[src/verilog/flash_pkg.sv]
package flash_pkg;
  localparam logic [4:0] OFS_STATUS = 5'h00;
  localparam logic [4:0] OFS_CMD = 5'h04;
  localparam logic [4:0] OFS_DIV = 5'h08;
  localparam logic [4:0] OFS_ADDR_DATA = 5'h0c;
  localparam logic [4:0] OFS_PROT = 5'h10;
  localparam logic [4:0] OFS_IRQ_STATUS = 5'h14;
  localparam logic [4:0] OFS_IRQ_ENABLE = 5'h18;
  localparam logic [4:0] OFS_IRQ_CLEAR = 5'h1c;
  localparam int BIT_CBEF = 7;
  localparam int BIT_CCF = 6;
  localparam int BIT_PVIOL = 5;
  localparam int BIT_ACCERR = 4;
  localparam int BIT_BLANK = 2;
  localparam int BIT_PROT_EN = 7;
  localparam logic RST_CBEF = 1'b1;
  localparam logic RST_CCF = 1'b1;
  localparam logic [7:0] RST_DIV = 8'h00;
  localparam logic [7:0] RST_PROT = 8'h00;
  localparam logic [7:0] RST_CMD = 8'h00;
  localparam logic [7:0] CMD_BLANK = 8'h01;
  localparam logic [7:0] CMD_PROG = 8'h02;
  localparam logic [7:0] CMD_BURST = 8'h03;
  localparam logic [7:0] CMD_SECT_ERASE = 8'h04;
  localparam logic [7:0] CMD_MASS_ERASE = 8'h05;
  localparam int IRQ_W = 4;
  localparam int IRQ_CCF = 0;
  localparam int IRQ_PVIOL = 1;
  localparam int IRQ_ACCERR = 2;
  localparam int IRQ_BLANK = 3;
  typedef enum {SEQ_IDLE, SEQ_ADDR, SEQ_CMD} seq_state_t;
  typedef enum {ENG_IDLE, ENG_RUN} eng_state_t;
endpackage
[src/verilog/exec_if.sv]
`timescale 1ns/1ps
interface exec_if;
  logic start;
  logic [7:0] cmd;
  logic [15:0] addr;
  logic [7:0] data;
  logic abort;
  logic busy;
  logic done;
  logic blank_ok;
  modport ctrl (output start, cmd, addr, data, abort, input busy, done, blank_ok);
  modport eng (input start, cmd, addr, data, abort, output busy, done, blank_ok);
endinterface

[src/verilog/flash_cmd_engine.sv]
`timescale 1ns/1ps
module flash_cmd_engine
  import flash_pkg::*;
(
  input wire logic sys_clk,
  input wire logic srst,
  exec_if.eng ex,
  output logic array_start,
  output logic [7:0] array_cmd,
  output logic [15:0] array_addr,
  output logic [7:0] array_data,
  output logic array_abort,
  input wire logic array_done,
  input wire logic array_blank
);
  eng_state_t state_q, state_d;
  logic [7:0] cmd_q, cmd_d;
  logic [15:0] addr_q, addr_d;
  logic [7:0] data_q, data_d;
  logic start_q, start_d;
  logic abort_q, abort_d;
  logic done_q, done_d;
  logic blank_q, blank_d;

  always_comb
  begin
    state_d = state_q;
    cmd_d = cmd_q;
    addr_d = addr_q;
    data_d = data_q;
    start_d = 1'b0;
    abort_d = 1'b0;
    done_d = 1'b0;
    blank_d = blank_q;
    case (state_q)
      ENG_IDLE:
      begin
        if (ex.start)
        begin
          cmd_d = ex.cmd;
          addr_d = ex.addr;
          data_d = ex.data;
          start_d = 1'b1;
          state_d = ENG_RUN;
        end
      end
      ENG_RUN:
      begin
        // Abort wins over a late array completion so an aborted command never reports a blank result
        if (ex.abort)
        begin
          abort_d = 1'b1;
          done_d = 1'b1;
          blank_d = 1'b0;
          state_d = ENG_IDLE;
        end
        else if (array_done)
        begin
          done_d = 1'b1;
          blank_d = (cmd_q == CMD_BLANK) && array_blank;
          state_d = ENG_IDLE;
        end
      end
      default:
      begin
        state_d = ENG_IDLE;
      end
    endcase
  end

  always_ff @(posedge sys_clk)
  begin
    if (srst)
    begin
      state_q <= ENG_IDLE;
      cmd_q <= RST_CMD;
      addr_q <= 16'h0000;
      data_q <= 8'h00;
      start_q <= 1'b0;
      abort_q <= 1'b0;
      done_q <= 1'b0;
      blank_q <= 1'b0;
    end
    else
    begin
      state_q <= state_d;
      cmd_q <= cmd_d;
      addr_q <= addr_d;
      data_q <= data_d;
      start_q <= start_d;
      abort_q <= abort_d;
      done_q <= done_d;
      blank_q <= blank_d;
    end
  end

  assign ex.busy = (state_q != ENG_IDLE);
  assign ex.done = done_q;
  assign ex.blank_ok = blank_q;
  assign array_start = start_q;
  assign array_cmd = cmd_q;
  assign array_addr = addr_q;
  assign array_data = data_q;
  assign array_abort = abort_q;
endmodule // flash_cmd_engine

[src/verilog/flash_ctrl.sv]
// Decided for this implementation: the Avalon-MM slave port and the address map.
`timescale 1ns/1ps
// Operation
// (RULE1) Writing one to bit 7 launches, clearing it
// (RULE2) Burst handover to array empties the buffer
// (RULE3) Bit 7 zero: buffer full, launches refused
// (RULE4) Bit 6 set when buffer empty, engine idle
// (RULE5) Bit 6 cleared when a command launches
// (RULE6) Software writes to bit 6 ignored
// (RULE7) Protected target sets bit 5, command dropped
// (RULE8) Bit 5 cleared only by writing one
// (RULE9) Broken sequence sets bit 4, command dropped
// (RULE10) Program or erase before divider write errors
// (RULE11) Stop during a command sets bit 4
// (RULE12) Bit 4 write one clears, zero keeps
// (RULE13) Blank check all erased sets bit 2
// (RULE14) Bit 2 cleared on valid command launch
// (RULE15) Bit 2 valid only once bit 6 set
// (RULE16) Software writes to bit 2 ignored
// (RULE17) Bits 3, 1, 0 read zero
module flash_ctrl
(
  input wire logic sys_clk,
  input wire logic srst,
  input wire logic [4:0] avs_address,
  input wire logic avs_read,
  input wire logic avs_write,
  input wire logic [31:0] avs_writedata,
  input wire logic [3:0] avs_byteenable,
  output logic [31:0] avs_readdata,
  output logic avs_waitrequest,
  input wire logic stop_req,
  output logic array_start,
  output logic [7:0] array_cmd,
  output logic [15:0] array_addr,
  output logic [7:0] array_data,
  output logic array_abort,
  input wire logic array_done,
  input wire logic array_blank,
  output logic irq
);
  import flash_pkg::*;

  exec_if ex ();

  logic ack_q, ack_d;
  logic [31:0] rdata_q, rdata_d;
  logic cbef_q, cbef_d;
  logic ccf_q, ccf_d;
  logic pviol_q, pviol_d;
  logic accerr_q, accerr_d;
  logic blank_q, blank_d;
  logic [7:0] div_q, div_d;
  logic div_written_q, div_written_d;
  logic [7:0] prot_q, prot_d;
  seq_state_t seq_q, seq_d;
  logic [7:0] cmd_q, cmd_d;
  logic [15:0] addr_q, addr_d;
  logic [7:0] wdat_q, wdat_d;
  logic pend_q, pend_d;
  logic [7:0] pend_cmd_q, pend_cmd_d;
  logic [15:0] pend_addr_q, pend_addr_d;
  logic [7:0] pend_data_q, pend_data_d;
  logic stop_q, stop_d;
  logic abort_q, abort_d;

  logic wr_ok;
  logic launch_req;
  logic is_pe;
  logic is_prot;
  logic acc_fail;
  logic prot_fail;
  logic accept;
  logic seq_err;
  logic stop_abort;
  logic handover;
  logic cmd_valid;
  logic [IRQ_W-1:0] irq_events;
  logic [IRQ_W-1:0] irq_status;
  logic [IRQ_W-1:0] irq_enable;
  logic [7:0] status_byte;

  // Each access is answered on its second edge; the first edge only captures read data
  assign avs_waitrequest = (avs_read || avs_write) && !ack_q;
  assign avs_readdata = rdata_q;

  assign status_byte = {cbef_q, ccf_q, pviol_q, accerr_q, 1'b0, blank_q, 2'b00}; // RULE17

  always_comb
  begin
    wr_ok = avs_write && ack_q && avs_byteenable[0];
    launch_req = wr_ok && (avs_address == OFS_STATUS) && avs_writedata[BIT_CBEF] && cbef_q; // RULE3
    is_pe = (cmd_q != CMD_BLANK);
    if (cmd_q == CMD_MASS_ERASE)
    begin
      is_prot = prot_q[BIT_PROT_EN];
    end
    else
    begin
      is_prot = is_pe && prot_q[BIT_PROT_EN] && (addr_q[15:9] >= prot_q[6:0]);
    end
    // Only a burst command may be buffered while the engine is still busy
    acc_fail = (seq_q != SEQ_CMD)
      || (is_pe && !div_written_q)
      || (ex.busy && (cmd_q != CMD_BURST)); // RULE9 RULE10
    prot_fail = !acc_fail && is_prot; // RULE7
    accept = launch_req && !acc_fail && !prot_fail;
    cmd_valid = (avs_writedata[7:0] == CMD_BLANK)
      || (avs_writedata[7:0] == CMD_PROG)
      || (avs_writedata[7:0] == CMD_BURST)
      || (avs_writedata[7:0] == CMD_SECT_ERASE)
      || (avs_writedata[7:0] == CMD_MASS_ERASE);
    stop_abort = stop_req && !stop_q && (ex.busy || pend_q); // RULE11
    handover = pend_q && !ex.busy && !stop_abort;
  end

  always_comb
  begin
    ack_d = (avs_read || avs_write) && !ack_q;
    rdata_d = rdata_q;
    if (avs_read && !ack_q)
    begin
      case (avs_address)
        OFS_STATUS: rdata_d = {24'h000000, status_byte};
        OFS_CMD: rdata_d = {24'h000000, cmd_q};
        OFS_DIV: rdata_d = {24'h000000, div_q};
        OFS_ADDR_DATA: rdata_d = {8'h00, wdat_q, addr_q};
        OFS_PROT: rdata_d = {24'h000000, prot_q};
        OFS_IRQ_STATUS: rdata_d = {28'h0000000, irq_status};
        OFS_IRQ_ENABLE: rdata_d = {28'h0000000, irq_enable};
        default: rdata_d = 32'h00000000;
      endcase
    end
  end

  always_comb
  begin
    seq_d = seq_q;
    cmd_d = cmd_q;
    addr_d = addr_q;
    wdat_d = wdat_q;
    div_d = div_q;
    div_written_d = div_written_q;
    prot_d = prot_q;
    seq_err = 1'b0;
    if (wr_ok)
    begin
      case (avs_address)
        OFS_ADDR_DATA:
        begin
          if ((seq_q == SEQ_IDLE) && cbef_q)
          begin
            addr_d = avs_writedata[15:0];
            wdat_d = avs_writedata[23:16];
            seq_d = SEQ_ADDR;
          end
          else
          begin
            seq_err = 1'b1; // RULE9
            seq_d = SEQ_IDLE;
          end
        end
        OFS_CMD:
        begin
          if ((seq_q == SEQ_ADDR) && cbef_q && cmd_valid)
          begin
            cmd_d = avs_writedata[7:0];
            seq_d = SEQ_CMD;
          end
          else
          begin
            seq_err = 1'b1; // RULE9
            seq_d = SEQ_IDLE;
          end
        end
        OFS_DIV:
        begin
          div_d = avs_writedata[7:0];
          div_written_d = 1'b1; // RULE10
        end
        OFS_PROT:
        begin
          prot_d = avs_writedata[7:0];
        end
        default:
        begin
          seq_d = seq_q;
        end
      endcase
    end
    if (launch_req)
    begin
      seq_d = SEQ_IDLE;
    end
  end

  always_comb
  begin
    pend_d = pend_q;
    pend_cmd_d = pend_cmd_q;
    pend_addr_d = pend_addr_q;
    pend_data_d = pend_data_q;
    cbef_d = cbef_q;
    stop_d = stop_req;
    abort_d = stop_abort && ex.busy;
    if (accept)
    begin
      pend_d = 1'b1;
      pend_cmd_d = cmd_q;
      pend_addr_d = addr_q;
      pend_data_d = wdat_q;
      cbef_d = 1'b0; // RULE1
    end
    else if (stop_abort)
    begin
      pend_d = 1'b0;
      cbef_d = 1'b1;
    end
    else if (handover)
    begin
      pend_d = 1'b0;
      // Non-burst commands keep the buffer closed until they finish or a stop aborts them
      if (pend_cmd_q == CMD_BURST)
      begin
        cbef_d = 1'b1; // RULE2
      end
    end
    else if (ex.done && !pend_q)
    begin
      cbef_d = 1'b1;
    end
  end

  always_comb
  begin
    // Hardware owns bits 6 and 2; the write data never reaches them
    ccf_d = accept ? 1'b0 : (cbef_q && !ex.busy && !pend_q); // RULE4 RULE5 RULE6
    pviol_d = pviol_q;
    if (wr_ok && (avs_address == OFS_STATUS) && avs_writedata[BIT_PVIOL])
    begin
      pviol_d = 1'b0; // RULE8
    end
    if (launch_req && prot_fail)
    begin
      pviol_d = 1'b1; // RULE7
    end
    accerr_d = accerr_q;
    if (wr_ok && (avs_address == OFS_STATUS) && avs_writedata[BIT_ACCERR])
    begin
      accerr_d = 1'b0; // RULE12
    end
    if ((launch_req && acc_fail) || seq_err || stop_abort)
    begin
      accerr_d = 1'b1; // RULE9 RULE10 RULE11
    end
    blank_d = blank_q;
    if (accept)
    begin
      blank_d = 1'b0; // RULE14
    end
    if (ex.done && ex.blank_ok)
    begin
      blank_d = 1'b1; // RULE13 RULE15 RULE16
    end
  end

  always_ff @(posedge sys_clk)
  begin
    if (srst)
    begin
      ack_q <= 1'b0;
      rdata_q <= 32'h00000000;
      cbef_q <= RST_CBEF;
      ccf_q <= RST_CCF;
      pviol_q <= 1'b0;
      accerr_q <= 1'b0;
      blank_q <= 1'b0;
      div_q <= RST_DIV;
      div_written_q <= 1'b0;
      prot_q <= RST_PROT;
      seq_q <= SEQ_IDLE;
      cmd_q <= RST_CMD;
      addr_q <= 16'h0000;
      wdat_q <= 8'h00;
      pend_q <= 1'b0;
      pend_cmd_q <= RST_CMD;
      pend_addr_q <= 16'h0000;
      pend_data_q <= 8'h00;
      stop_q <= 1'b0;
      abort_q <= 1'b0;
    end
    else
    begin
      ack_q <= ack_d;
      rdata_q <= rdata_d;
      cbef_q <= cbef_d;
      ccf_q <= ccf_d;
      pviol_q <= pviol_d;
      accerr_q <= accerr_d;
      blank_q <= blank_d;
      div_q <= div_d;
      div_written_q <= div_written_d;
      prot_q <= prot_d;
      seq_q <= seq_d;
      cmd_q <= cmd_d;
      addr_q <= addr_d;
      wdat_q <= wdat_d;
      pend_q <= pend_d;
      pend_cmd_q <= pend_cmd_d;
      pend_addr_q <= pend_addr_d;
      pend_data_q <= pend_data_d;
      stop_q <= stop_d;
      abort_q <= abort_d;
    end
  end

  assign ex.start = handover;
  assign ex.cmd = pend_cmd_q;
  assign ex.addr = pend_addr_q;
  assign ex.data = pend_data_q;
  assign ex.abort = abort_q;

  always_comb
  begin
    irq_events = '0;
    irq_events[IRQ_CCF] = ccf_d && !ccf_q;
    irq_events[IRQ_PVIOL] = pviol_d && !pviol_q;
    irq_events[IRQ_ACCERR] = accerr_d && !accerr_q;
    irq_events[IRQ_BLANK] = blank_d && !blank_q;
  end

  flash_cmd_engine u_engine (
    .sys_clk(sys_clk),
    .srst(srst),
    .ex(ex.eng),
    .array_start(array_start),
    .array_cmd(array_cmd),
    .array_addr(array_addr),
    .array_data(array_data),
    .array_abort(array_abort),
    .array_done(array_done),
    .array_blank(array_blank)
  );

  flash_irq u_irq (
    .sys_clk(sys_clk),
    .srst(srst),
    .events(irq_events),
    .enable_we(wr_ok && (avs_address == OFS_IRQ_ENABLE)),
    .clear_we(wr_ok && (avs_address == OFS_IRQ_CLEAR)),
    .wdata(avs_writedata[IRQ_W-1:0]),
    .status(irq_status),
    .enable(irq_enable),
    .irq(irq)
  );
endmodule // flash_ctrl

[src/verilog/flash_irq.sv]
`timescale 1ns/1ps
module flash_irq
  import flash_pkg::*;
(
  input wire logic sys_clk,
  input wire logic srst,
  input wire logic [IRQ_W-1:0] events,
  input wire logic enable_we,
  input wire logic clear_we,
  input wire logic [IRQ_W-1:0] wdata,
  output logic [IRQ_W-1:0] status,
  output logic [IRQ_W-1:0] enable,
  output logic irq
);
  logic [IRQ_W-1:0] status_q, status_d;
  logic [IRQ_W-1:0] enable_q, enable_d;
  logic irq_q, irq_d;

  always_comb
  begin
    // New events are ORed in after the clear so a coincident event survives
    status_d = (status_q & ~(clear_we ? wdata : {IRQ_W{1'b0}})) | events;
    enable_d = enable_we ? wdata : enable_q;
    irq_d = |(status_d & enable_d);
  end

  always_ff @(posedge sys_clk)
  begin
    if (srst)
    begin
      status_q <= '0;
      enable_q <= '0;
      irq_q <= 1'b0;
    end
    else
    begin
      status_q <= status_d;
      enable_q <= enable_d;
      irq_q <= irq_d;
    end
  end

  assign status = status_q;
  assign enable = enable_q;
  assign irq = irq_q;
endmodule // flash_irq

[config.mk]
export PLATFORM = sky130hd
export DESIGN_NAME = flash_ctrl
export DESIGN_NICKNAME = d
export VERILOG_FILES = /design/src/verilog/flash_pkg.sv /design/src/verilog/exec_if.sv /design/src/verilog/flash_cmd_engine.sv /design/src/verilog/flash_ctrl.sv /design/src/verilog/flash_irq.sv
export SDC_FILE = /design/constraint.sdc
export NUM_CORES = 1
export LEC_CHECK = 0
export BUFFER_PORTS_ARGS = -buffer_cell sky130_fd_sc_hd__buf_2
export CAP_MARGIN = 30
export CORE_UTILIZATION = 50
export DETAILED_ROUTE_END_ITERATION = 10
export PLACE_DENSITY = 0.81
export REMOVE_ABC_BUFFERS = 1
export SLEW_MARGIN = 40
export SYNTH_ARGS = -nofsm -noshare
export SYNTH_HDL_FRONTEND = slang
export SYNTH_HIERARCHICAL = 1
export SYNTH_SLANG_ARGS = --single-unit
[constraint.sdc]
create_clock -name sys_clk -period 4.5 [get_ports sys_clk]
set_clock_uncertainty 0.1 [all_clocks]
set_input_delay 0.675 -clock sys_clk [delete_from_list [all_inputs] [get_ports sys_clk]]
set_output_delay 0.675 -clock sys_clk [all_outputs]
set_load 0.1 [all_outputs]
==> After elaboration in Yosys (flattened, before gate mapping) <==
Cells that the tools add are included.
{ "totals": {"out_inout_bits": 68, "word_cells": 177, "inputBits": 48, "register_bits": 231} }
{ "classes": {"bitwise": 6, "n_lt_le_gt_ge": 1, "eq_ne": 23, "muxes": 36, "reduce_logical": 80} }
{ "op_table": {"columns": ["operator", "count"], "rows": [
  ["$pmux 24 s7", 1],
  ["$pmux 32 s2", 2],
  ["$mux 32", 3],
  ["$logic_not 32->1", 2],
  ["$logic_and 1x1->1", 37],
  ["$eq 32x1->1 const B", 1],
  ["$eq 32x2->1 const B", 1],
  ["$ne 32x3->1 const B", 1],
  ["$reduce_bool 32->1", 1],
  ["$mux 1", 26],
  ["$eq 8x2->1 const B", 3],
  ["$eq 8x3->1 const B", 3],
  ["$eq 5x5->1 const B", 4],
  ["$eq 8x1->1 const B", 2],
  ["$reduce_and 2->1", 7],
  ["$logic_not 1->1", 12],
  ["$eq 5x4->1 const B", 2],
  ["$logic_or 1x1->1", 10],
  ["$and 4x4->4", 2],
  ["$mux 4", 2],
  ["$ne 8x1->1 const B", 1],
  ["$ne 8x2->1 const B", 1],
  ["$ge 7x7->1", 1],
  ["$reduce_and 3->1", 2],
  ["15 further kinds", 19]
]} }

==> Longest topological paths before layout <==
Gate-level depths: netlist (run 1).
{ "depth": {"depth_word": 16, "ltp_mapped": 11, "ltp_nobuf": 9} }

==> Hierarchy <==
The synthesis (run 1) kept the hierarchy.
{ "by_module_without_submodules": {"columns": ["mod", "cells_each", "seq_area_each_um2", "instances", "area_per_inst_um2"], "rows": [
  ["flash_ctrl", 606, 2322.2, 1, 5302.6],
  ["flash_cmd_engine", 161, 740.7, 1, 1335.0],
  ["flash_irq", 37, 180.2, 1, 365.4]
]} }

==> Worst setup path before layout (run 1) <==
Ideal clock, no wire load.
{ "synth_timing": {"path_type": "flip-flop to flip-flop", "from": "reg cmd_q[3]", "to": "reg u_irq.irq_q (netlist: u_irq/irq)", "setup_time_ns": 0.125, "required_ns": 4.275, "synth_period_minus_slack_ns": 2.993, "path_stages_with_launch": 10, "setup_slack_ns": 1.507, "arrival_ns": 2.768, "path_buffers": 2, "cell_sequence": "dfxtp_1 or4b_4 o41a_1 or3b_4 nor4b_4 buf_6 buf_12 nor3_1 o21ba_2 o41a_1"} }
{ "synth_between": {"word_cells_on_any_way": 31, "classes_between": "eq/ne (3); mux (6); bitwise (2); reduce/logical (20)"} }
{ "synth_rtl": {"columns": ["element", "line_no", "source"], "rows": [
  ["start, declared", "flash_ctrl.sv:57", "logic [7:0] cmd_q, cmd_d;"],
  ["start signal, assigned", "flash_ctrl.sv:305", "cmd_q <= cmd_d;"],
  ["$ne 8x1->1", "flash_ctrl.sv:93", "is_pe = (cmd_q != CMD_BLANK);"],
  ["$logic_and 1x1->1", "flash_ctrl.sv:104", "|| (is_pe && !div_written_q)"],
  ["$logic_or 1x1->1", "flash_ctrl.sv:104", null],
  ["$logic_or 1x1->1", "flash_ctrl.sv:105", "|| (ex.busy && (cmd_q != CMD_BURST));"],
  ["$logic_not 1->1", "flash_ctrl.sv:106, flash_ctrl.sv:107", null],
  ["$logic_and 1x1->1", "flash_ctrl.sv:106", "prot_fail = !acc_fail && is_prot;"],
  ["$logic_not 1->1", "flash_ctrl.sv:107", "accept = launch_req && !acc_fail && !prot_fail;"],
  ["$logic_and 1x1->1 *", "flash_ctrl.sv:107", null],
  ["$mux 1 *", "flash_ctrl.sv:237", "ccf_d = accept ? 1'b0 : (cbef_q && !ex.busy && !pend_q);"],
  ["$logic_and 1x1->1 *", "flash_ctrl.sv:326", "irq_events[IRQ_CCF] = ccf_d && !ccf_q;"],
  ["via irq_events[0]", "flash_ctrl.sv:78", "logic [IRQ_W-1:0] irq_events;"],
  ["$or 4x4->4 *", "flash_irq.sv:22", "status_d = (status_q & ~(clear_we ? wdata : {IRQ_W{1'b0}})) | events;"],
  ["$and 4x4->4 *", "flash_irq.sv:24", "irq_d = |(status_d & enable_d);"],
  ["$reduce_or 4->1 *", "flash_irq.sv:24", null],
  ["end signal, assigned", "flash_irq.sv:39", "irq_q <= irq_d;"],
  ["end, declared", "flash_irq.sv:17", "logic irq_q, irq_d;"]
]} }
Mark *: on every way through the listed nets, which the timed path passes. The rest lies on a longest branch.
A chain may end at the register's enable or synchronous reset.

==> Worst setup path in the final report (run 1) <==
{ "layout_timing": {"from": "reg addr_q[9]", "to": "reg u_irq.irq_q (netlist: u_irq/irq)"} }
{ "layout_between": {"word_cells_on_any_way": 17, "classes_between": "order compare (1); mux (5); bitwise (2); reduce/logical (9)"} }
{ "layout_rtl": {"columns": ["element", "line_no", "source"], "rows": [
  ["start, declared", "flash_ctrl.sv:58", "logic [15:0] addr_q, addr_d;"],
  ["start signal, assigned", "flash_ctrl.sv:306", "addr_q <= addr_d;"],
  ["$ge 7x7->1", "flash_ctrl.sv:100", "is_prot = is_pe && prot_q[BIT_PROT_EN] && (addr_q[15:9] >= prot_q[6:0]);"],
  ["$logic_and 1x1->1", "flash_ctrl.sv:100", null],
  ["$mux 1", "flash_ctrl.sv:94", "if (cmd_q == CMD_MASS_ERASE)"],
  ["$logic_and 1x1->1", "flash_ctrl.sv:106", null],
  ["$logic_not 1->1", "flash_ctrl.sv:107", null],
  ["$logic_and 1x1->1", "flash_ctrl.sv:107", null],
  ["$mux 1", "flash_ctrl.sv:237", null],
  ["$logic_and 1x1->1", "flash_ctrl.sv:326", null],
  ["via irq_events[0]", "flash_ctrl.sv:78", null],
  ["$or 4x4->4", "flash_irq.sv:22", null],
  ["$and 4x4->4", "flash_irq.sv:24", null],
  ["$reduce_or 4->1", "flash_irq.sv:24", null]
]} }
The timed path passes the listed nets, and every way through them passes these cells.

==> results of run 1 <==
## report_power, final
group	switching (mW)	internal, mW	leakage, nW
registers	0.00198	1.44	1.30
clock network	0.601	0.783	0.279
logic	0.108	0.0366	1.42
total	0.710	2.25	3.00
## routing by layer
metal	vias to the layer above	global-route usage, %	wire, microns
met2	173	39.40	8185
met5	-	0	0
met3	20	4.575	1064
met4	0	7.562	263
li1	2851	-	-
met1	2702	30.07	7387
## kinds of logic (layout without fill, tap and decap cells)
group	Yosys count	in the layout	share of synthesized area, %
DFF	162	162	46.31
buffers and inverters	70	148	5.914
and+or+nand+nor	362	362	25.12
adders and majority gates	7	7	1.251
muxes	61	61	8.987
AOI/OAI and AO/OA	141	141	12.36
other	1	8	0.05355
## path summary, 6_finish.rpt
kind                           end  slack, ps  cells past startpoint
setup / recovery         u_irq/irq       1220                     10
hold / removal    avs_readdata[17]        350                      2
setup reg to reg         u_irq/irq       1220                     10
hold reg to reg   avs_readdata[17]        350                      2
## critical path, cell delays in order, from the launching register on
cell	delay, ps
sky130_fd_sc_hd__dfxtp_1	370
sky130_fd_sc_hd__inv_1	60
sky130_fd_sc_hd__ha_1	260
sky130_fd_sc_hd__nand2b_1	150
sky130_fd_sc_hd__a2111oi_0	750
sky130_fd_sc_hd__nor4_2	210
sky130_fd_sc_hd__nor4b_4	280
sky130_fd_sc_hd__buf_4	330
sky130_fd_sc_hd__nor3_1	130
sky130_fd_sc_hd__o21ba_2	220
sky130_fd_sc_hd__o41a_1	290
## final cells by class
| class | count | area (sq um) |
|---|---|---|
| fillers | 1192 | 5426 |
| multi-input cells | 579 | 3383 |
| flip-flops and latches | 162 | 3243 |
| repair buffers | 107 | 578.1 |
| clock buffers | 18 | 439.2 |
| well taps | 176 | 220.2 |
| clock inverters | 14 | 128.9 |
| inverters | 9 | 33.78 |
## metrics by stage
| stage | instances | setup WS [ps] | utilization (%) | area (sq um) |
|---|---|---|---|---|
| after floorplan | 750 | 287.7 | - | 6649 |
| after global placement | 1033 | 1211 | 55.38 | 7450 |
| after detailed placement | 1033 | 1217 | 55.42 | 7456 |
| after CTS | 1065 | 1264 | 59.64 | 8024 |
| after global routing | 1065 | 1124 | 59.66 | 8026 |
| final | 1065 | 1224 | 59.66 | 8026 |
## state kept, by name (all words and copies together), names as in the netlist, 2 cells and up
name	flops
addr_q	16
avs_readdata	24
cmd_q	8
div_q	8
ex.addr	16
ex.cmd	8
ex.data	8
prot_q	8
seq_q	2
u_engine/array_addr	16
u_engine/array_cmd	8
u_engine/array_data	8
u_irq/enable	4
u_irq/status	4
wdat_q	8
## cell usage in the layout (no fill, tap or decap), drive strengths merged, types with 4 or more instances in the layout
master,instances
nor4,5
dfxtp,162
nor2b,10
or3,5
o21ba,4
nand3,22
o21ai,7
a22oi,5
a22o,5
conb,8
nor2,52
ha,7
clkinv,7
a21oi,91
buf,107
nor3,11
inv,13
a21boi,4
and2,6
nand2,158
clkbuf,18
mux2i,55
mux2,5
nand2b,69
nor4b,4
and3,5
==> Implementation_results.wiki, run 1 <==
{| class="wikitable"
! Metric !! Value
|-
| Run status || completed
|-
| Number of synthesized flops with an enable pin || 0
|-
| Final cycle utilization of the critical path || 72.80%
|-
| Share of final-layout standard cells stronger than drive strength 1 || 17.77%
|-
| Crit path capture type || flop
|-
| Cells after Synth || 804
|-
| CTS tree || done
|-
| Post-CTS setup-driven buffer insertion count || 0
|-
| Dominant cells by area after synthesis || sky130_fd_sc_hd__dfxtp_1, sky130_fd_sc_hd__nand2_1, sky130_fd_sc_hd__mux2i_1
|-
| Maximum vdd ir drop || 0.0002258 V
|-
| Leading register cell type out of synthesis || sky130_fd_sc_hd__dfxtp_1
|-
| Category of the critical setup timing path || reg2reg
|-
| H-tree levels || 4
|-
| Area of the core region || 0.01345 sq mm
|-
| Synth cell count leaders || sky130_fd_sc_hd__dfxtp_1, sky130_fd_sc_hd__nand2_1, sky130_fd_sc_hd__a21oi_1
|-
| Achievable clock frequency || 305.2 MHz
|-
| GPL Wtd Cong || 0.8652
|-
| Post-route total power || 2.965 mW
|-
| Headroom to the max-slew limit || 44.96%
|-
| Type of element launching the critical path || flop
|-
| Hold/Removal Path Class || reg2reg
|-
| Final count of hold timing violations || 0
|-
| Clk sinks || 162
|-
| Half-perimeter wire length of the detailed placement result || 11330 microns
|-
| IO Port Bufs || 96
|-
| Vias in the first global route || 5256
|-
| Cell Rows || 42
|-
| Final setup violation count || 0
|-
| Antenna-violating nets left || 0
|-
| Sequential cell area fraction in the yosys report || 46.31%
|-
| Final hold slack || 349.9 ps
|-
| Global-route total usage across every layer || 23.41%
|-
| Initial core utilization || 52.06%
|-
| Clock transition at the registers of the reported paths || 60 ps
|-
| Worst setup path startpoint || addr_q[9]
|-
| Setup repair after global routing missed its margin || no
|-
| Vias after detailed routing || 5746
|-
| Total gr overflow || 0
|-
| Antenna cells || 0
|-
| Startpoint of the most critical hold path || avs_readdata[17]
|-
| CTS-repair resized insts || 0
|-
| Worst Tran Pin Value || 804.7 ps
|-
| Number of detailed-routing iterations run before antenna repair || 5
|-
| Routed WL || 16900 microns
|-
| Area of the die || 0.01448 sq mm
|-
| Total CTS buffers || 17
|-
| Ys async rst share || 0%
|-
| Initial antenna violation count || 0
|-
| Library cell with the highest instance count after synthesis || sky130_fd_sc_hd__dfxtp_1
|-
| Pins over their slew limit || 0
|-
| Source of the worst register-to-register timing path || addr_q[9]
|-
| Number of distinct library cell variants in the gate-level netlist after synthesis || 64
|-
| Clock latency reported for the late side of the worst-skew pair || 420 ps
|-
| Mean instance size in the synthesized netlist || 8.710 sq um
|-
| Critical Path Fanout Max || 15
|-
| Routed wirelength normalized by instance count || 15.87 microns
|-
| First-pass GRT wire length || 26540 microns
|-
| Post-route setup TNS || 0 ps
|-
| Min Clock Period, post-route || 3276 ps
|-
| Signed area change from the synthesized netlist to the final layout || 14.62%
|-
| Flip-flop and latch count after synthesis || 162
|-
| Buffer cell driving the clock tree root || sky130_fd_sc_hd__clkbuf_16
|-
| Post-detailed-route DRC marker count || 0
|-
| # IOs || 116
|-
| 1st-iter DRT viols || 469
|-
| Warnings, synthesis || 6
|-
| # nets final || 931
|-
| Netlist Area Pre-Place || 0.007003 sq mm
|-
| Library cell occupying the most area in the post-synthesis netlist || sky130_fd_sc_hd__dfxtp_1
|-
| Data required, critical path || 4700 ps
|-
| Horizontal extent of the die || 120.3 microns
|-
| Top-area cell type share of the netlist area || 46.31%
|-
| Post-cts hold buffer count || 0
|-
| Clock tree buffer depth || 2
|-
| P_leak || 3.000 nW
|-
| Routed vias/inst || 5.395
|-
| Maximum capacitance violations || 0
|-
| Largest net degree at the start of global routing || 105
|-
| WP data arrival || 3480 ps
|-
| Power Density || 369.4 mW/mm^2
|-
| Die Height || 120.3 microns
|}
(Power assumes the default switching activity.)
==> inputs of run 2 (changes only) <==
==> constraint.sdc (replaced) <==
create_clock -name sys_clk -period 3.14 [get_ports sys_clk]
set_clock_uncertainty 0.1 [all_clocks]
set_input_delay 0.471 -clock sys_clk [delete_from_list [all_inputs] [get_ports sys_clk]]
set_output_delay 0.471 -clock sys_clk [all_outputs]
set_load 0.1 [all_outputs]
==> run 2 against run 1 <==
Fmax rose by 11%; wire length rose by 0.73%; die area did not move; cell count rose by 1.2%; non-clock buffer count rose by 13; flip-flop and latch count is the same; core utilization increased by 0.89 points; total power rose by 45%; cell area increased by 1.5%; sequential share of layout area is 0.60 points lower.
==> Implementation_results.wiki, run 2 (synthesized netlist as in run 1, its figures left out) <==
{| class="wikitable"
! Metric !! Value
|-
| Run status || completed
|-
| Clock transition at the registers of the reported paths || 70 ps
|-
| CTS-repair resized insts || 0
|-
| Category of the critical setup timing path || reg2reg
|-
| Horizontal extent of the die || 120.3 microns
|-
| Worst reg2reg path endpoint || u_irq/irq
|-
| Antenna-violating nets left || 0
|-
| H-tree levels || 4
|-
| Power Density || 527.3 mW/mm^2
|-
| IO Port Bufs || 96
|-
| # nets final || 944
|-
| Hold/Removal Path Class || in2reg
|-
| Post-route setup TNS || 0 ps
|-
| Most used cells in the layout excluding fill and tap cells || sky130_fd_sc_hd__dfxtp_1, sky130_fd_sc_hd__nand2_1, sky130_fd_sc_hd__buf_2
|-
| First-pass GRT wire length || 26900 microns
|-
| GPL Wtd Cong || 0.9335
|-
| WP data arrival || 3150 ps
|-
| Type of element launching the critical path || flop
|-
| Min Clock Period, post-route || 2947 ps
|-
| Largest net degree at the start of global routing || 77
|-
| Total CTS buffers || 17
|-
| Clock tree buffer depth || 2
|-
| Reg2Reg Depth || 7
|-
| Layout fillers || 1190
|-
| Critical Path Fanout Max || 4
|-
| Slowest cell on crit path || sky130_fd_sc_hd__or4b_4
|-
| Vias after detailed routing || 5942
|-
| # IOs || 116
|-
| Routed WL || 17020 microns
|-
| Number of standard cells in the final layout excluding fillers || 1078
|-
| CP delay by family, top || simple AND/OR/NAND/NOR gates
|-
| Share of final-layout standard cells stronger than drive strength 1 || 18.96%
|-
| 1st-iter DRT viols || 604
|-
| Stages on the worst setup path || 7
|-
| Initial core utilization || 52.06%
|-
| CP Capture Point || u_irq/irq
|-
| Crit path capture type || flop
|-
| Half-perimeter wire length of the detailed placement result || 11690 microns
|-
| Antenna cells || 0
|-
| Vias in the first global route || 5378
|-
| Worst setup path startpoint || cmd_q[3]
|-
| Source of the worst register-to-register timing path || cmd_q[3]
|-
| Post-CTS setup-driven buffer insertion count || 0
|-
| Number of detailed-routing iterations run before antenna repair || 6
|-
| Crit-path most repeated cell || sky130_fd_sc_hd__o41a_1
|-
| Register-to-register setup slack || 190 ps
|-
| Setup repair after global routing missed its margin || no
|-
| Routed vias/inst || 5.512
|-
| Buffer cell driving the clock tree root || sky130_fd_sc_hd__clkbuf_16
|-
| Post-detailed-route DRC marker count || 0
|-
| Post-cts hold buffer count || 0
|-
| Die Height || 120.3 microns
|-
| Global-route total usage across every layer || 23.76%
|-
| Signed area change from the synthesized netlist to the final layout || 16.33%
|-
| Cell Rows || 42
|-
| Pins over their slew limit || 0
|-
| Worst Tran Pin Value || 592.5 ps
|-
| Maximum capacitance violations || 0
|-
| Data required, critical path || 3340 ps
|-
| Final count of hold timing violations || 0
|-
| Total gr overflow || 0
|-
| Clk sinks || 162
|-
| Most common cell after layout, fill and taps aside || sky130_fd_sc_hd__dfxtp_1
|-
| CTS tree || done
|-
| Final cycle utilization of the critical path || 93.86%
|-
| Final setup violation count || 0
|-
| Max reg flops || 24
|-
| Clock latency reported for the late side of the worst-skew pair || 420 ps
|-
| P_leak || 3.074 nW
|-
| Worst-path cell chain || or4b_4 > o41a_1 > or3b_4 > nor4b_4 > nor3_1 > o21ba_2 > o41a_1
|-
| Largest stage delay on the critical path || 560 ps
|-
| Initial antenna violation count || 0
|-
| Maximum vdd ir drop || 0.0002645 V
|-
| Routed wirelength normalized by instance count || 15.79 microns
|-
| Area of the die || 0.01448 sq mm
|-
| Headroom to the max-slew limit || 60.17%
|-
| Number of buffer and inverter instances along the worst setup path || 0
|-
| Number of instances in the placed design || 1046
|-
| Area of the core region || 0.01345 sq mm
|-
| Achievable clock frequency || 339.3 MHz
|}
run 2: tightest hold or removal path: stages:
cell and delay, ps:
sky130_fd_sc_hd__buf_2 90, sky130_fd_sc_hd__nand2_1 50, sky130_fd_sc_hd__a21oi_1 50
run 2: metrics by stage:
step | setup WS (ps) | hold WS [ps] | total power [mW] | utilization [%] | cell area (sq um)
6_report | 192.7 | 187.1 | 4.295 | 60.56 | 8147
4_1_cts | 201.1 | 177.4 | 4.305 | 60.52 | 8142
2_1_floorplan | -1072 | 325.1 | 2.208 | - | 6649
5_1_grt | 99.92 | 164.4 | 4.430 | 60.56 | 8147
3_3_place_gp | 187.2 | 337.0 | 2.315 | 56.19 | 7560
3_5_place_dp | 162.8 | 343.0 | 2.315 | 56.24 | 7566
run 2: how the worst min path moves through the flow:
stage	endpoint	cells past startpoint	slack (ps)	from
floorplan	div_q[2]	2	330	div_q[2]
global placement	div_q[6]	2	340	div_q[6]
detailed placement	div_q[4]	2	340	div_q[4]
CTS	wdat_q[4]	3	180	avs_writedata[20]
global route	wdat_q[4]	3	160	avs_writedata[20]
finish	wdat_q[5]	3	190	avs_writedata[21]
run 2: final cells by class:
type                            count  area (sq um)  area share (%)
Sequential cell                   162          3243           39.81
Tap cell                          176         220.2           2.703
Multi-Input combinational cell    579          3386           41.56
Clock inverter                     12         118.9           1.459
Timing Repair Buffer              120         688.2           8.447
Clock buffer                       20         456.7           5.606
Inverter                            9         33.78          0.4147
run 2: report_power, final:
group | total [mW] | internal, mW | switching (mW)
Combinational | 0.213 | 0.0575 | 0.156
Sequential | 2.06 | 2.06 | 0.00284
Clock | 2.02 | 1.15 | 0.870
Total | 4.30 | 3.27 | 1.03
run 2: metal layers:
metal  GRT usage, %  wire [microns]  part of all wire (%)
met1          31.31            7437                    44
met2          37.79            7978                    47
met3          5.377            1224                   7.2
met4          9.182             382                   2.2
met5              0               0                     0
==> inputs of run 3 (changes only) <==
--- a/config.mk
+++ b/config.mk
@@ -7,9 +7,9 @@
 export LEC_CHECK = 0
 export BUFFER_PORTS_ARGS = -buffer_cell sky130_fd_sc_hd__buf_2
 export CAP_MARGIN = 30
-export CORE_UTILIZATION = 50
+export CORE_UTILIZATION = 40
 export DETAILED_ROUTE_END_ITERATION = 10
-export PLACE_DENSITY = 0.81
+export PLACE_DENSITY = 0.69
 export REMOVE_ABC_BUFFERS = 1
 export SLEW_MARGIN = 40
 export SYNTH_ARGS = -nofsm -noshare
==> run 3 against run 2 <==
Die area rose by 25%; setup slack improved by 54 ps; critical endpoint unchanged; clock-buffer cell count up 3; hold slack worse by 4.3 ps; largest power group is now clock; clock power up 4%; non-clock buffer count down 1; sequential share of layout area shrank 0.47 points; flip-flop and latch count is the same; cell area increased by 1.2%.
==> Implementation_results.wiki, run 3 (synthesized netlist as in run 1, its figures left out) <==
{| class="wikitable"
! Metric !! Value
|-
| First-pass GRT wire length || 27190 microns
|-
| # IOs || 116
|-
| Post-cts hold buffer count || 0
|-
| Buffer cell driving the clock tree root || sky130_fd_sc_hd__clkbuf_16
|-
| # nets final || 943
|-
| IO Port Bufs || 96
|-
| CTS-repair resized insts || 0
|-
| Post-route standard cell area excluding fillers || 0.008244 sq mm
|-
| Clk sinks || 162
|-
| Number of detailed-routing iterations run before antenna repair || 5
|-
| H-tree levels || 4
|-
| Global-route total usage across every layer || 19.52%
|-
| Achievable clock frequency || 345.7 MHz
|-
| Area of the core region || 0.01718 sq mm
|-
| Type of element launching the critical path || flop
|-
| Pins over their slew limit || 0
|-
| Total CTS buffers || 17
|-
| Logic pwr share || 5.0%
|-
| Largest net degree at the start of global routing || 62
|-
| Share of final-layout standard cells stronger than drive strength 1 || 18.53%
|-
| Min Clock Period, post-route || 2893 ps
|-
| Most common cell after layout, fill and taps aside || sky130_fd_sc_hd__dfxtp_1
|-
| Register-to-register setup slack || 250 ps
|-
| Final hold slack || 182.8 ps
|-
| Clock latency reported for the late side of the worst-skew pair || 420 ps
|-
| Source of the worst register-to-register timing path || cmd_q[3]
|-
| Internal Dissipation || 3.429 mW
|-
| Final core area utilization || 48.00%
|-
| Maximum vdd ir drop || 0.0003649 V
|-
| Run status || completed
|-
| Horizontal extent of the die || 134.3 microns
|-
| P_leak || 3.085 nW
|-
| Cell Rows || 48
|-
| Category of the critical setup timing path || reg2reg
|-
| Initial core utilization || 40.77%
|-
| Portion of total power attributed to sequential cells || 46.9%
|-
| Vias in the first global route || 5383
|-
| Post-detailed-route DRC marker count || 0
|-
| CP Capture Point || u_irq/irq
|-
| Data required, critical path || 3340 ps
|-
| Worst setup path startpoint || cmd_q[3]
|-
| Headroom to the max-slew limit || 54.27%
|-
| Total net switching power || 963.9 uW
|-
| Crit path capture type || flop
|-
| Hold/Removal Path Class || in2reg
|-
| Antenna-violating nets left || 0
|-
| Vias after detailed routing || 5762
|-
| GPL Wtd Cong || 0.8790
|-
| Total gr overflow || 0
|-
| Reg2Reg Depth || 7
|-
| Worst Tran Pin Value || 686.0 ps
|-
| Slowest cell on crit path || sky130_fd_sc_hd__or4b_4
|-
| Clock transition at the registers of the reported paths || 60 ps
|-
| Die Height || 134.3 microns
|-
| Initial antenna violation count || 1
|-
| Switching Fraction || 21.94%
|-
| Final count of hold timing violations || 0
|-
| Crit-path most repeated cell || sky130_fd_sc_hd__o41a_1
|-
| Total placed instance area || 0.007629 sq mm
|-
| Largest stage delay on the critical path || 570 ps
|-
| Most used cells in the layout excluding fill and tap cells || sky130_fd_sc_hd__dfxtp_1, sky130_fd_sc_hd__nand2_1, sky130_fd_sc_hd__buf_2
|-
| Critical Path Fanout Max || 4
|-
| Clock power frac || 48.1%
|-
| Half-perimeter wire length of the detailed placement result || 12030 microns
|-
| Layout fillers || 1727
|-
| Clock tree buffer depth || 2
|-
| 1st-iter DRT viols || 427
|-
| Routed vias/inst || 5.113
|-
| Post-CTS setup-driven buffer insertion count || 0
|-
| WP data arrival || 3090 ps
|-
| Maximum capacitance violations || 0
|-
| Worst-path cell chain || or4b_4 > o41a_1 > or3b_4 > nor4b_4 > nor3_1 > o21ba_2 > o41a_1
|-
| Max reg flops || 24
|-
| Worst reg2reg path endpoint || u_irq/irq
|-
| Signed area change from the synthesized netlist to the final layout || 17.72%
|-
| Routed WL || 17180 microns
|-
| CTS tree || done
|-
| Power Density || 532.9 mW/mm^2
|-
| Final setup violation count || 0
|-
| Final cycle utilization of the critical path || 92.13%
|-
| Routed wirelength normalized by instance count || 15.24 microns
|-
| Setup repair after global routing missed its margin || no
|-
| Area of the die || 0.01804 sq mm
|}
run 3: cell count changes in the layout (fill, tap and decap cells not counted), sizes merged:
cell / delta
clkinv: +2
clkbuf: +3
diode: +1
buf: -1
bufinv: +2
inv: -7
run 3: worst max-delay path, delay by kind of cell (launching register included):
family          cells  cell delay [ps]
compound gates      3              960
flops               1              340
simple gates        4             1370
run 3: worst min-delay path by stage:
stage / depth (start not counted) / end / from / slack, ps
2_1_floorplan: 2 / div_q[2] / div_q[2] / 330
3_3_place_gp: 2 / avs_readdata[10] / avs_readdata[10] / 340
3_5_place_dp: 2 / avs_readdata[22] / avs_readdata[22] / 340
4_1_cts: 3 / addr_q[12] / avs_writedata[12] / 170
5_1_grt: 3 / addr_q[12] / avs_writedata[12] / 180
6_report: 3 / addr_q[12] / avs_writedata[12] / 180
run 3: cell type report:
cell class / count / area [sq um] / share of cell area (%)
clock buffer: 23 / 478.0 / 5.798
timing repair buffer: 119 / 693.2 / 8.408
inverter: 9 / 33.78 / 0.4098
sequential: 162 / 3243 / 39.34
clock inverter: 9 / 128.9 / 1.563
multi-input combinational: 579 / 3383 / 41.04
antenna: 1 / 2.502 / 0.03035
tap: 225 / 281.5 / 3.415
run 3: power by group through the flow:
stage	sequential [mW]	combinational [mW]	clock [mW]
floorplan	2.11	0.0997	0
global placement	2.11	0.215	0
detailed placement	2.11	0.216	0
CTS	2.06	0.217	2.14
global route	2.06	0.232	2.24
finish	2.06	0.218	2.11
run 3: per-stage QoR:
step / total power [mW] / setup WS, ps / std cells / setup TNS, ps
2_1_floorplan: 2.208 / -1072 / 750 / -22430
3_3_place_gp: 2.322 / 231.8 / 1094 / 0
3_5_place_dp: 2.323 / 170.0 / 1094 / 0
4_1_cts: 4.422 / 254.1 / 1126 / 0
5_1_grt: 4.531 / 146.6 / 1126 / 0
6_report: 4.393 / 247.1 / 1127 / 0
run 3: routing by layer:
layer / track usage (%) / share of wire, % / vias to the layer above
met5: 0 / 0.076 / -
met4: 8.115 / 2.1 / 2
met3: 4.535 / 5.0 / 29
met2: 31.03 / 47 / 137
met1: 25.39 / 46 / 2720
li1: - / - / 2874
